## src/core/usbrh_pkg.sv

```systemverilog
// Package with the register map, field positions and codes of the root hub port status block.
package usbrh_pkg;

  // Byte addresses of the port status registers.
  localparam logic [31:0] USBRH_PORT1_ADDR = 32'hFFF0_5054;
  localparam logic [31:0] USBRH_PORT2_ADDR = 32'hFFF0_5058;
  // Byte addresses of the control and interrupt registers.
  localparam logic [31:0] USBRH_CTRL_ADDR = 32'hFFF0_5070;
  localparam logic [31:0] USBRH_INT_STATUS_ADDR = 32'hFFF0_5074;
  localparam logic [31:0] USBRH_INT_ENABLE_ADDR = 32'hFFF0_5078;
  localparam logic [31:0] USBRH_INT_CLEAR_ADDR = 32'hFFF0_507C;

  // Reset values.
  localparam logic [31:0] USBRH_PORT_RESET = 32'h0000_0000;
  localparam logic [31:0] USBRH_CTRL_RESET = 32'h0000_0001;

  // Reserved bits of a port status word: 31..21, 15..10 and 7..5.
  localparam logic [31:0] USBRH_PORT_RSVD_MASK = 32'hFFE0_FCE0;

  // Port status field positions; the five change flags sit at 16..20.
  localparam int unsigned USBRH_CHG_LSB = 16;
  localparam int unsigned USBRH_NUM_EVENTS = 5;
  localparam int unsigned USBRH_EV_CONNECT = 0;
  localparam int unsigned USBRH_EV_ENABLE_LOST = 1;
  localparam int unsigned USBRH_EV_RESUME_DONE = 2;
  localparam int unsigned USBRH_EV_OVERCURRENT = 3;
  localparam int unsigned USBRH_EV_RESET_DONE = 4;
  localparam int unsigned USBRH_LOW_SPEED_BIT = 9;
  localparam int unsigned USBRH_POWER_CLEAR_BIT = 9;
  localparam int unsigned USBRH_POWER_BIT = 8;
  localparam int unsigned USBRH_CONNECT_BIT = 0;

  // Control register fields.
  localparam int unsigned USBRH_CTRL_BUS_RESET_BIT = 0;
  localparam int unsigned USBRH_CTRL_ALWAYS_POWERED_BIT = 1;
  localparam int unsigned USBRH_CTRL_NONREM_LSB = 2;

  // AXI response codes.
  localparam logic [1:0] USBRH_RESP_OKAY = 2'h0;
  localparam logic [1:0] USBRH_RESP_SLVERR = 2'h2;

  // Register selected by a bus address.
  typedef enum {
    USBRH_SEL_PORT1,
    USBRH_SEL_PORT2,
    USBRH_SEL_CTRL,
    USBRH_SEL_INT_STATUS,
    USBRH_SEL_INT_ENABLE,
    USBRH_SEL_INT_CLEAR,
    USBRH_SEL_NONE
  } usbrh_sel_t;

endpackage

```

## src/core/usbrh_top.sv

```systemverilog
// Root hub port status registers with AXI4-Lite slave and interrupt logic.
// Operation
// - Reserved port bits read zero, ignore writes.
// - Bit 20 sets when port reset completes.
// - Bit 19 sets on overcurrent change; W1C.
// - Bit 18 sets when selective resume completes.
// - Bit 17 sets when hardware clears enable.
// - Bit 16 sets on connect change; W1C.
// - Non-removable port resets connect change to one.
// - Bit 9 reads low speed device attached.
// - Writing one to bit 9 powers off.
// - Bit 8 reads power; write one powers on.
// - Without power switching bit 8 reads one.
// - Two port registers; bus reset clears their change flags and power.
// - Bit 0 reads current connect status.
`timescale 1ns/1ns
`default_nettype none
module usbrh_top #(
  parameter int unsigned NUM_PORTS = 2
) (
  input wire logic clk_in,
  input wire logic sys_rst_in,
  input wire logic [31:0] s_axi_awaddr_in,
  input wire logic s_axi_awvalid_in,
  output logic s_axi_awready_out,
  input wire logic [31:0] s_axi_wdata_in,
  input wire logic [3:0] s_axi_wstrb_in,
  input wire logic s_axi_wvalid_in,
  output logic s_axi_wready_out,
  output logic [1:0] s_axi_bresp_out,
  output logic s_axi_bvalid_out,
  input wire logic s_axi_bready_in,
  input wire logic [31:0] s_axi_araddr_in,
  input wire logic s_axi_arvalid_in,
  output logic s_axi_arready_out,
  output logic [31:0] s_axi_rdata_out,
  output logic [1:0] s_axi_rresp_out,
  output logic s_axi_rvalid_out,
  input wire logic s_axi_rready_in,
  input wire logic [NUM_PORTS-1:0] connect_in,
  input wire logic [NUM_PORTS-1:0] low_speed_in,
  input wire logic [NUM_PORTS-1:0] overcurrent_in,
  input wire logic [NUM_PORTS-1:0] reset_done_in,
  input wire logic [NUM_PORTS-1:0] resume_done_in,
  input wire logic [NUM_PORTS-1:0] enable_lost_in,
  output logic [NUM_PORTS-1:0] power_on_out,
  output logic irq_out
);
  import usbrh_pkg::*;

  localparam int unsigned INT_W = NUM_PORTS * USBRH_NUM_EVENTS;

  // Address decode shared by the write and read paths.
  function automatic usbrh_sel_t decode(input logic [31:0] addr);
    usbrh_sel_t sel;
    sel = USBRH_SEL_NONE;
    unique case (addr)
      USBRH_PORT1_ADDR: sel = USBRH_SEL_PORT1;
      USBRH_PORT2_ADDR: sel = USBRH_SEL_PORT2;
      USBRH_CTRL_ADDR: sel = USBRH_SEL_CTRL;
      USBRH_INT_STATUS_ADDR: sel = USBRH_SEL_INT_STATUS;
      USBRH_INT_ENABLE_ADDR: sel = USBRH_SEL_INT_ENABLE;
      USBRH_INT_CLEAR_ADDR: sel = USBRH_SEL_INT_CLEAR;
      default: sel = USBRH_SEL_NONE;
    endcase
    return sel;
  endfunction

  // Byte strobes widened to a bit mask.
  function automatic logic [31:0] strobe_mask(input logic [3:0] strb);
    logic [31:0] m;
    m = '0;
    for (int i = 0; i < 4; i++) begin
      m[i*8 +: 8] = {8{strb[i]}};
    end
    return m;
  endfunction

  // Write channel state.
  logic aw_full_q, aw_full_d, w_full_q, w_full_d;
  logic [31:0] awaddr_q, awaddr_d, wdata_q, wdata_d;
  logic [3:0] wstrb_q, wstrb_d;
  logic bvalid_q, bvalid_d, awready_q, awready_d, wready_q, wready_d;
  logic [1:0] bresp_q, bresp_d;
  logic do_write;
  usbrh_sel_t wsel;
  logic [31:0] wmasked;
  logic [31:0] wstrb_mask;

  // Read channel state.
  logic rvalid_q, rvalid_d, arready_q, arready_d;
  logic [31:0] rdata_q, rdata_d;
  logic [1:0] rresp_q, rresp_d;

  // Software-visible registers.
  logic [31:0] ctrl_q, ctrl_d;
  logic [INT_W-1:0] int_status_q, int_status_d, int_enable_q, int_enable_d, int_clr;
  logic irq_q, irq_d;
  logic [NUM_PORTS-1:0] power_q, power_d;

  // Port side.
  logic [31:0] port_status [NUM_PORTS];
  logic [NUM_PORTS-1:0] port_wr, port_power;
  logic [INT_W-1:0] port_events;

  assign do_write = aw_full_q && w_full_q && !bvalid_q;
  assign wsel = decode(awaddr_q);
  // The strobe mask is held in a net because a function result cannot be sliced directly.
  assign wstrb_mask = strobe_mask(wstrb_q);
  assign wmasked = wdata_q & wstrb_mask;

  // Address and data are caught independently; the write happens once both are held.
  always_comb begin
    aw_full_d = aw_full_q;
    w_full_d = w_full_q;
    awaddr_d = awaddr_q;
    wdata_d = wdata_q;
    wstrb_d = wstrb_q;
    bvalid_d = bvalid_q;
    bresp_d = bresp_q;
    if (s_axi_awvalid_in && awready_q) begin
      aw_full_d = 1'b1;
      awaddr_d = s_axi_awaddr_in;
    end
    if (s_axi_wvalid_in && wready_q) begin
      w_full_d = 1'b1;
      wdata_d = s_axi_wdata_in;
      wstrb_d = s_axi_wstrb_in;
    end
    if (do_write) begin
      aw_full_d = 1'b0;
      w_full_d = 1'b0;
      bvalid_d = 1'b1;
      bresp_d = (wsel == USBRH_SEL_NONE) ? USBRH_RESP_SLVERR : USBRH_RESP_OKAY;
    end else if (bvalid_q && s_axi_bready_in) begin
      bvalid_d = 1'b0;
    end
    // Ready is registered, so it is computed from the next state.
    awready_d = !aw_full_d && !bvalid_d;
    wready_d = !w_full_d && !bvalid_d;
  end

  always_ff @(posedge clk_in) begin
    if (sys_rst_in) begin
      aw_full_q <= 1'b0;
      w_full_q <= 1'b0;
      awaddr_q <= '0;
      wdata_q <= '0;
      wstrb_q <= '0;
      bvalid_q <= 1'b0;
      bresp_q <= USBRH_RESP_OKAY;
      awready_q <= 1'b0;
      wready_q <= 1'b0;
    end else begin
      aw_full_q <= aw_full_d;
      w_full_q <= w_full_d;
      awaddr_q <= awaddr_d;
      wdata_q <= wdata_d;
      wstrb_q <= wstrb_d;
      bvalid_q <= bvalid_d;
      bresp_q <= bresp_d;
      awready_q <= awready_d;
      wready_q <= wready_d;
    end
  end

  // Write strobes to the port instances carry strobe-masked data; reserved bits reach them but are not used.
  always_comb begin
    port_wr = '0;
    if (do_write && wsel == USBRH_SEL_PORT1) begin
      port_wr[0] = 1'b1;
    end
    if (do_write && wsel == USBRH_SEL_PORT2 && NUM_PORTS > 1) begin
      port_wr[NUM_PORTS-1] = 1'b1;
    end
  end

  // Control, interrupt enable and sticky interrupt status.
  always_comb begin
    ctrl_d = ctrl_q;
    int_enable_d = int_enable_q;
    int_clr = '0;
    if (do_write && wsel == USBRH_SEL_CTRL) begin
      ctrl_d = (ctrl_q & ~strobe_mask(wstrb_q)) | wmasked;
      ctrl_d[31:USBRH_CTRL_NONREM_LSB + NUM_PORTS] = '0;
    end
    if (do_write && wsel == USBRH_SEL_INT_ENABLE) begin
      int_enable_d = (int_enable_q & ~wstrb_mask[INT_W-1:0]) | wmasked[INT_W-1:0];
    end
    if (do_write && wsel == USBRH_SEL_INT_CLEAR) begin
      int_clr = wmasked[INT_W-1:0];
    end
    // An event landing with its clear keeps the bit set.
    int_status_d = port_events | (int_status_q & ~int_clr);
    irq_d = |(int_status_d & int_enable_d);
    power_d = port_power;
  end

  always_ff @(posedge clk_in) begin
    if (sys_rst_in) begin
      ctrl_q <= USBRH_CTRL_RESET;
      int_enable_q <= '0;
      int_status_q <= '0;
      irq_q <= 1'b0;
      power_q <= '0;
    end else begin
      ctrl_q <= ctrl_d;
      int_enable_q <= int_enable_d;
      int_status_q <= int_status_d;
      irq_q <= irq_d;
      power_q <= power_d;
    end
  end

  // Read path; data is registered, so the answer comes one cycle after the address.
  always_comb begin
    rvalid_d = rvalid_q;
    rdata_d = rdata_q;
    rresp_d = rresp_q;
    if (s_axi_arvalid_in && arready_q) begin
      rvalid_d = 1'b1;
      rresp_d = USBRH_RESP_OKAY;
      unique case (decode(s_axi_araddr_in))
        USBRH_SEL_PORT1: rdata_d = port_status[0] & ~USBRH_PORT_RSVD_MASK;
        USBRH_SEL_PORT2: rdata_d = port_status[NUM_PORTS-1] & ~USBRH_PORT_RSVD_MASK;
        USBRH_SEL_CTRL: rdata_d = ctrl_q;
        USBRH_SEL_INT_STATUS: rdata_d = 32'(int_status_q);
        USBRH_SEL_INT_ENABLE: rdata_d = 32'(int_enable_q);
        USBRH_SEL_INT_CLEAR: rdata_d = 32'h0000_0000;
        USBRH_SEL_NONE: begin
          rdata_d = 32'h0000_0000;
          rresp_d = USBRH_RESP_SLVERR;
        end
      endcase
    end else if (rvalid_q && s_axi_rready_in) begin
      rvalid_d = 1'b0;
    end
    arready_d = !rvalid_d;
  end

  always_ff @(posedge clk_in) begin
    if (sys_rst_in) begin
      rvalid_q <= 1'b0;
      rdata_q <= '0;
      rresp_q <= USBRH_RESP_OKAY;
      arready_q <= 1'b0;
    end else begin
      rvalid_q <= rvalid_d;
      rdata_q <= rdata_d;
      rresp_q <= rresp_d;
      arready_q <= arready_d;
    end
  end

  // One port instance per root hub port.
  for (genvar p = 0; p < NUM_PORTS; p++) begin : g_port
    usbrh_port u_port (
      .clk_in(clk_in),
      .sys_rst_in(sys_rst_in),
      .bus_reset_in(ctrl_q[USBRH_CTRL_BUS_RESET_BIT]),
      .always_powered_in(ctrl_q[USBRH_CTRL_ALWAYS_POWERED_BIT]),
      .non_removable_in(ctrl_q[USBRH_CTRL_NONREM_LSB + p]),
      .connect_in(connect_in[p]),
      .low_speed_in(low_speed_in[p]),
      .overcurrent_in(overcurrent_in[p]),
      .reset_done_in(reset_done_in[p]),
      .resume_done_in(resume_done_in[p]),
      .enable_lost_in(enable_lost_in[p]),
      .wr_in(port_wr[p]),
      .wdata_in(wmasked),
      .status_out(port_status[p]),
      .power_out(port_power[p]),
      .event_out(port_events[p*USBRH_NUM_EVENTS +: USBRH_NUM_EVENTS])
    );
  end

  assign s_axi_awready_out = awready_q;
  assign s_axi_wready_out = wready_q;
  assign s_axi_bvalid_out = bvalid_q;
  assign s_axi_bresp_out = bresp_q;
  assign s_axi_arready_out = arready_q;
  assign s_axi_rvalid_out = rvalid_q;
  assign s_axi_rdata_out = rdata_q;
  assign s_axi_rresp_out = rresp_q;
  assign power_on_out = power_q;
  assign irq_out = irq_q;
endmodule
`default_nettype wire

```

## src/core/usbrh_port.sv

```systemverilog
// Per-port status and control logic of one root hub port.
`timescale 1ns/1ns
`default_nettype none
module usbrh_port (
  input wire logic clk_in,
  input wire logic sys_rst_in,
  input wire logic bus_reset_in,
  input wire logic always_powered_in,
  input wire logic non_removable_in,
  input wire logic connect_in,
  input wire logic low_speed_in,
  input wire logic overcurrent_in,
  input wire logic reset_done_in,
  input wire logic resume_done_in,
  input wire logic enable_lost_in,
  input wire logic wr_in,
  input wire logic [31:0] wdata_in,
  output logic [31:0] status_out,
  output logic power_out,
  output logic [usbrh_pkg::USBRH_NUM_EVENTS-1:0] event_out
);
  import usbrh_pkg::*;

  logic [USBRH_NUM_EVENTS-1:0] chg_q, chg_d, set_ev, clr_ev;
  logic pps_q, pps_d, low_speed_attached_q, low_speed_attached_d;
  logic conn_prev_q, conn_prev_d, oc_prev_q, oc_prev_d;
  logic connected;

  // Next state of change flags, power and the edge trackers.
  always_comb begin
    set_ev = '0;
    set_ev[USBRH_EV_CONNECT] = connect_in ^ conn_prev_q;
    set_ev[USBRH_EV_ENABLE_LOST] = enable_lost_in;
    set_ev[USBRH_EV_RESUME_DONE] = resume_done_in;
    set_ev[USBRH_EV_OVERCURRENT] = overcurrent_in ^ oc_prev_q;
    set_ev[USBRH_EV_RESET_DONE] = reset_done_in;
    clr_ev = wr_in ? wdata_in[USBRH_CHG_LSB +: USBRH_NUM_EVENTS] : '0;
    conn_prev_d = connect_in;
    oc_prev_d = overcurrent_in;
    low_speed_attached_d = low_speed_in;
    if (bus_reset_in) begin
      // Bus reset clears the change flags and power; a fixed device reports a pending connect change.
      chg_d = '0;
      chg_d[USBRH_EV_CONNECT] = non_removable_in;
      pps_d = 1'b0;
      event_out = '0;
    end else begin
      // A new event beats a clear written in the same cycle, so nothing is lost.
      chg_d = set_ev | (chg_q & ~clr_ev);
      event_out = set_ev;
      if (wr_in && wdata_in[USBRH_POWER_CLEAR_BIT]) begin
        pps_d = 1'b0;
      end else if (wr_in && wdata_in[USBRH_POWER_BIT]) begin
        pps_d = 1'b1;
      end else begin
        pps_d = pps_q;
      end
    end
  end

  // Registers of the port.
  always_ff @(posedge clk_in) begin
    if (sys_rst_in) begin
      chg_q <= '0;
      pps_q <= 1'b0;
      low_speed_attached_q <= 1'b0;
      conn_prev_q <= 1'b0;
      oc_prev_q <= 1'b0;
    end else begin
      chg_q <= chg_d;
      pps_q <= pps_d;
      low_speed_attached_q <= low_speed_attached_d;
      conn_prev_q <= conn_prev_d;
      oc_prev_q <= oc_prev_d;
    end
  end

  // Read view; reserved and unimplemented bits stay zero.
  assign connected = connect_in | non_removable_in;
  always_comb begin
    status_out = USBRH_PORT_RESET;
    status_out[USBRH_CHG_LSB +: USBRH_NUM_EVENTS] = chg_q;
    status_out[USBRH_LOW_SPEED_BIT] = low_speed_attached_q;
    status_out[USBRH_POWER_BIT] = pps_q | always_powered_in;
    status_out[USBRH_CONNECT_BIT] = connected;
  end
  assign power_out = pps_q | always_powered_in;
endmodule
`default_nettype wire

```

## config.mk

```make
export PLATFORM = sky130hd
export DESIGN_NAME = usbrh_top
export DESIGN_NICKNAME = d
export VERILOG_FILES = /design/src/core/usbrh_pkg.sv /design/src/core/usbrh_top.sv /design/src/core/usbrh_port.sv
export SDC_FILE = /design/constraint.sdc
export NUM_CORES = 1
export LEC_CHECK = 0
export BUFFER_PORTS_ARGS = -buffer_cell sky130_fd_sc_hd__buf_2
export CORE_UTILIZATION = 50
export CTS_CLUSTER_SIZE = 25
export DETAILED_ROUTE_END_ITERATION = 10
export GPL_TIMING_DRIVEN = 0
export PLACE_DENSITY = 0.82
export SYNTH_ARGS = -nofsm -noshare
export SYNTH_HDL_FRONTEND = slang
export SYNTH_SLANG_ARGS = --single-unit
```

## constraint.sdc

```tcl
create_clock -name clk_in -period 2.6 [get_ports clk_in]
set_input_delay 0 -clock clk_in [delete_from_list [all_inputs] [get_ports clk_in]]
set_output_delay 0 -clock clk_in [all_outputs]
set_load 0.05 [all_outputs]
```

**Word level (Yosys, flattened, before mapping)**

Index checks and enable logic that the tools add are counted.
Widths: inputs -> output; s select.

- Register bits: 144
- Latch bits: 0
- Memory bits (writable): 0
- Memory bits (read-only): 0
- Input bits: 119
- Output and inout port bits: 44
- Memories kept: 0

- Add/sub/neg operators: 0
- $mul: 0
- Divide/modulo/power cells: 0
- Order comparisons: 0
- Equality and inequality tests: 23
- Shift-type cells: 0
- Muxes and demuxes: 24
- Bitwise operators: 25
- Reductions and logical operators: 30

Operators by type and width:

| cell | count |
|---|---|
| $eq 32x32->1 const B | 12 |
| $pmux 32 s6 | 1 |
| $eq 32x3->1 const B | 4 |
| $eq 32x2->1 const B | 3 |
| $eq 32x4->1 const B | 3 |
| $logic_not 32->1 | 2 |
| $pmux 3 s6 | 2 |
| $eq 32x1->1 const B | 1 |
| $mux 32 | 1 |
| $and 10x10->10 | 3 |
| $and 21x21->21 | 1 |
| $mux 10 | 2 |
| $mux 5 | 4 |
| $not 10->10 | 2 |
| $or 10x10->10 | 2 |
| $logic_and 1x1->1 | 18 |
| $mux 1 | 12 |
| $and 5x5->5 | 2 |
| $not 5->5 | 2 |
| $or 5x5->5 | 2 |
| $reduce_or 10->1 | 1 |
| $reduce_or 3->1 | 2 |
| $logic_not 1->1 | 5 |
| $and 4x4->4 | 1 |
| 6 further kinds | 14 |

**Logic depth before layout (Yosys ltp)**

- Word-level depth: 10
- Depth in mapped cells: 8
- Gate-level depth less buffers: 7

**By module**

Synthesis repeated with hierarchy kept, for this count alone.

- Cell total of the unflattened synthesis: 777
- Area total of the unflattened synthesis: 6236.0 µm²

Modules (own cells, without submodules):

| module | times used | cells each | area each (µm²) | sequential area each (µm²) |
|---|---|---|---|---|
| usbrh_top | 1 | 639 | 5082.4 | 2382.3 |
| usbrh_port | 2 | 69 | 576.8 | 180.2 |

**Worst setup path before layout**

No wires, ideal clock.

- Path kind: flip-flop to flip-flop
- From: reg bvalid_q (netlist: s_axi_bvalid_out)
- To: reg (tool-made name)
- Arrival: 2.085 ns
- Required time: 2.480 ns
- Setup slack: 0.395 ns
- Stages on the path, launching flop included: 7
- Buffers on the path: 0
- Period minus slack after synthesis: 2.205 ns
- Cell sequence: dfxtp_1 nand3b_1 nor3_1 nand3_1 nor4_2 nor2b_1 a211o_1

RTL lines:

| item | RTL line | text |
|---|---|---|
| start: declaration | usbrh_top.sv:83 | `logic bvalid_q, bvalid_d, awready_q, awready_d, wready_q, wready_d;` |
| start signal: assignment | usbrh_top.sv:160 | `bvalid_q <= bvalid_d;` |

==> results.rst <==
.. list-table::
   :header-rows: 1

   * - Metric
     - Value
   * - Result of the run
     - finished clean
   * - Routed vias/inst
     - 5.22
   * - Setup crit start
     - s_axi_bvalid_out$_SDFF_PP0_
   * - Vias after detailed routing
     - 5167
   * - Maximum ir drop on the vdd rail
     - 406 uV
   * - Synth top area cells
     - sky130_fd_sc_hd__dfxtp_1, sky130_fd_sc_hd__a21oi_1, sky130_fd_sc_hd__nand2_1
   * - IO Count
     - 163
   * - Standard-cell rows
     - 36
   * - Tightest hold margin
     - ~0.06 ns
   * - Nets
     - 963
   * - Fillcell total
     - 731
   * - Vias in the first global route
     - 4985
   * - Final critical-path share of the clock period
     - 0.972
   * - Master cell of the clock root buffer
     - sky130_fd_sc_hd__clkbuf_8
   * - Clock Latency Late Sink
     - 0.52 ns
   * - Post-DP HPWL
     - approximately 9.8 mm
   * - Share of total power in the clock network
     - 0.469
   * - Final max-slew violation count
     - 0
   * - Comb power frac
     - 0.115
   * - Worst path required time
     - about 3.0 ns
   * - Leakage power figure
     - between 0.003 and 0.004 uW
   * - Max-capacitance violation count
     - 0
   * - Height of the die
     - 102 microns
   * - Post-detailed-route count of antenna-violating nets
     - 0
   * - Core Box Area
     - roughly 0.01 sq mm
   * - Initial core utilization
     - 0.511
   * - Async set-or-reset flop fraction in the synthesized netlist
     - 0
   * - Slew margin rel.
     - 0.517
   * - Startpoint-to-endpoint class of the critical path
     - flip-flop to flip-flop
   * - Global router's overall resource usage
     - 0.298
   * - Routed Wire Length
     - 15.0 mm
   * - H-tree levels
     - 4
   * - Routability cong.
     - roughly 0.84
   * - Number of input and output port buffers inserted
     - 124
   * - Post-Syn Area
     - approximately 0.0050 sq mm
   * - Arrival time at the worst endpoint
     - 2.94 ns
   * - Detailed Route Iter0 Violations
     - 281
   * - Maximum number of pins on one net before global-route repair
     - 17
   * - CP max FO
     - 5
   * - Library cell with the highest instance count after synthesis
     - sky130_fd_sc_hd__nand2_1
   * - Post-route clock skew
     - 0.00870 ns
   * - Post-layout min period
     - 2.53 ns
   * - Primary FF master, synth
     - sky130_fd_sc_hd__dfxtp_1
   * - Transition time at the pin with the least slew margin
     - ~0.72 ns
   * - Setup TNS after final layout
     - 0 ns
   * - Clock sinks
     - ~120
   * - Number of distinct library cells after synthesis
     - 48
   * - Clock buffer depth
     - 2
   * - Total die area
     - 0.0104 sq mm
   * - TritonCTS clock tree
     - built
   * - Chip Width
     - 102 microns
   * - Startpoint class of the critical path
     - flip-flop
   * - Diodes inserted
     - 0
   * - Internal power summed over all cells
     - 3470 uW
   * - RR Startpoint
     - s_axi_bvalid_out$_SDFF_PP0_
   * - Global route overflow
     - 0
   * - Number of warnings reported in the yosys synthesis log
     - 0
   * - Area of the multi-input gates
     - around 0.0024 sq mm
   * - Length of the first detailed-routing pass in iterations
     - 5
   * - Achievable Freq
     - around 0.40 GHz
   * - Endpoint class of the critical path
     - flip-flop
   * - Leading post-synthesis cells by instance count
     - sky130_fd_sc_hd__nand2_1, sky130_fd_sc_hd__dfxtp_1, sky130_fd_sc_hd__a21oi_1
   * - Clock-pin transition on the worst setup and hold timing paths
     - roughly 0.060 ns
   * - Library cell with the largest summed area after synthesis
     - sky130_fd_sc_hd__dfxtp_1
   * - Synth Area per Inst
     - between 8 and 9 sq um
   * - Startpoint of the lowest-slack hold path
     - s_axi_araddr_in[3]
   * - Sequential Area
     - 0.00238 sq mm
   * - Total power
     - ~4600 uW
   * - Number of enable flip-flop cells after synthesis
     - 0
   * - Proportion of total power due to net switching
     - 0.250
   * - Final setup violation count
     - 0
   * - Hold/Removal Path Class
     - input pin to flip-flop
   * - # DRC
     - 0
   * - Average wire per standard cell
     - 15.1 microns
   * - TritonCTS Buffers
     - 17
   * - Power density over cell area
     - 645 mW/mm^2
   * - Sequential cell area fraction in the yosys report
     - 0.479
   * - Final core occ
     - 0.736
   * - Synth-to-Final Area Change
     - 43.9%
   * - Gate count after technology mapping
     - 607
   * - Reported net switching power
     - 1150 uW
   * - Proportion of netlist area held by the largest area contributor
     - 0.479
   * - Wire length of the first global-routing pass
     - 23.1 mm
   * - Layout cells sized above 1
     - 0.222
   * - Number of hold violations in the final report
     - 0
   * - Synthesized flop and latch total
     - 119
   * - Antenna violations before repair
     - 0
   * - Relative contribution of sequential cells to total power
     - 0.416
state kept, by name, summed over array words and instances (netlist names), 2 cells and up, named ones only:
name / cells
awaddr_q: 32
g_port.u_port.conn_prev_q: 2
int_enable_q: 10
g_port.u_port.low_speed_attached_q: 2
g_port.u_port.oc_prev_q: 2
g_port.u_port.chg_q: 10
wdata_q: 15
wstrb_q: 3
g_port.u_port.pps_q: 2
s_axi_rdata_out: 15
power_on_out: 2
int_status_q: 10
worst max-delay path, stage by stage, from the launching register on:
cell and delay (ns):
sky130_fd_sc_hd__dfxtp_1 0.34, sky130_fd_sc_hd__nand3b_1 0.24, sky130_fd_sc_hd__nor3_1 0.53, sky130_fd_sc_hd__nand3_1 0.25
sky130_fd_sc_hd__nor4_2 0.66, sky130_fd_sc_hd__nor2b_1 0.10, sky130_fd_sc_hd__a211o_1 0.28
logic make-up after synthesis:
group	after synthesis	share of synthesized area
compound gates	124	0.139
mux	17	0.0342
flops	119	0.479
simple gates	283	0.281
buf+inv	59	0.0591
other cells	1	0.000754
xor+xnor	4	0.00704
cell type report:
class / count / share of cell area
well taps: 133 / 0.0233
plain buffers: 51 / 0.0369
repair buffers: 200 / 0.193
clock inverters: 8 / 0.00997
multi-input cells: 447 / 0.333
clock buffers: 24 / 0.0671
flip-flops and latches: 119 / 0.333
inverters: 8 / 0.00420
metal layers:
metal,vias up,share of wire,track usage
met3,38,0.058,0.0738
li1,2518,-,-
met1,2389,0.41,0.324
met4,0,0.025,0.117
met2,222,0.51,0.551
met5,-,0,0
worst paths after layout:
| kind | endpoint | slack (ns) | depth (start not counted) |
|---|---|---|---|
| min | s_axi_rdata_out[1]$_SDFFE_PP0P_ | 0.06 | 6 |
| max | flip-flop | 0.07 | 6 |
| min reg2reg | s_axi_rdata_out[0]$_SDFFE_PP0P_ | 0.45 | 2 |
| max reg2reg | flip-flop | 0.07 | 6 |
through the flow:
| stage | instance area, sq um | setup WS, ns | std cells |
|---|---|---|---|
| 3_3_place_gp | 5830 | 0.0377 | 882 |
| 2_1_floorplan | 5040 | 0.395 | 625 |
| 6_report | 7160 | 0.0730 | 990 |
| 5_1_grt | 7160 | -0.0219 | 990 |
| 4_1_cts | 7130 | 0.0436 | 989 |
| 3_5_place_dp | 5830 | -0.00846 | 882 |
power by group through the flow:
stage	Combinational (uW)	Sequential, uW	Clock (uW)
floorplan	241	1990	0
global route	573	1930	2270
detailed placement	432	1960	0
global placement	422	1960	0
finish	531	1920	2160
CTS	519	1920	2170
timing repair:
action,CTS,global route
buffers inserted,0,1
gates cloned,0,0
hold endpoints to repair,81,0
pin swaps,1,1
endpoints found under the setup margin,1,2
hold buffers,75,0
gates resized for setup,0,3
cell usage in the layout (no fill, tap or decap), types with 8 or more instances in the layout:
cell,instances
sky130_fd_sc_hd__conb_1,19
sky130_fd_sc_hd__mux2i_1,17
sky130_fd_sc_hd__nor3_1,26
sky130_fd_sc_hd__nor2b_1,15
sky130_fd_sc_hd__and3_1,8
sky130_fd_sc_hd__dfxtp_1,119
sky130_fd_sc_hd__a21oi_1,91
sky130_fd_sc_hd__inv_1,8
sky130_fd_sc_hd__buf_4,20
sky130_fd_sc_hd__nand2b_1,11
sky130_fd_sc_hd__nand2_1,120
sky130_fd_sc_hd__nand4_1,9
sky130_fd_sc_hd__clkbuf_16,16
sky130_fd_sc_hd__clkbuf_1,29
sky130_fd_sc_hd__dlygate4sd3_1,75
sky130_fd_sc_hd__nor2_1,57
sky130_fd_sc_hd__buf_2,125
Power figures use the tool's default switching activity.
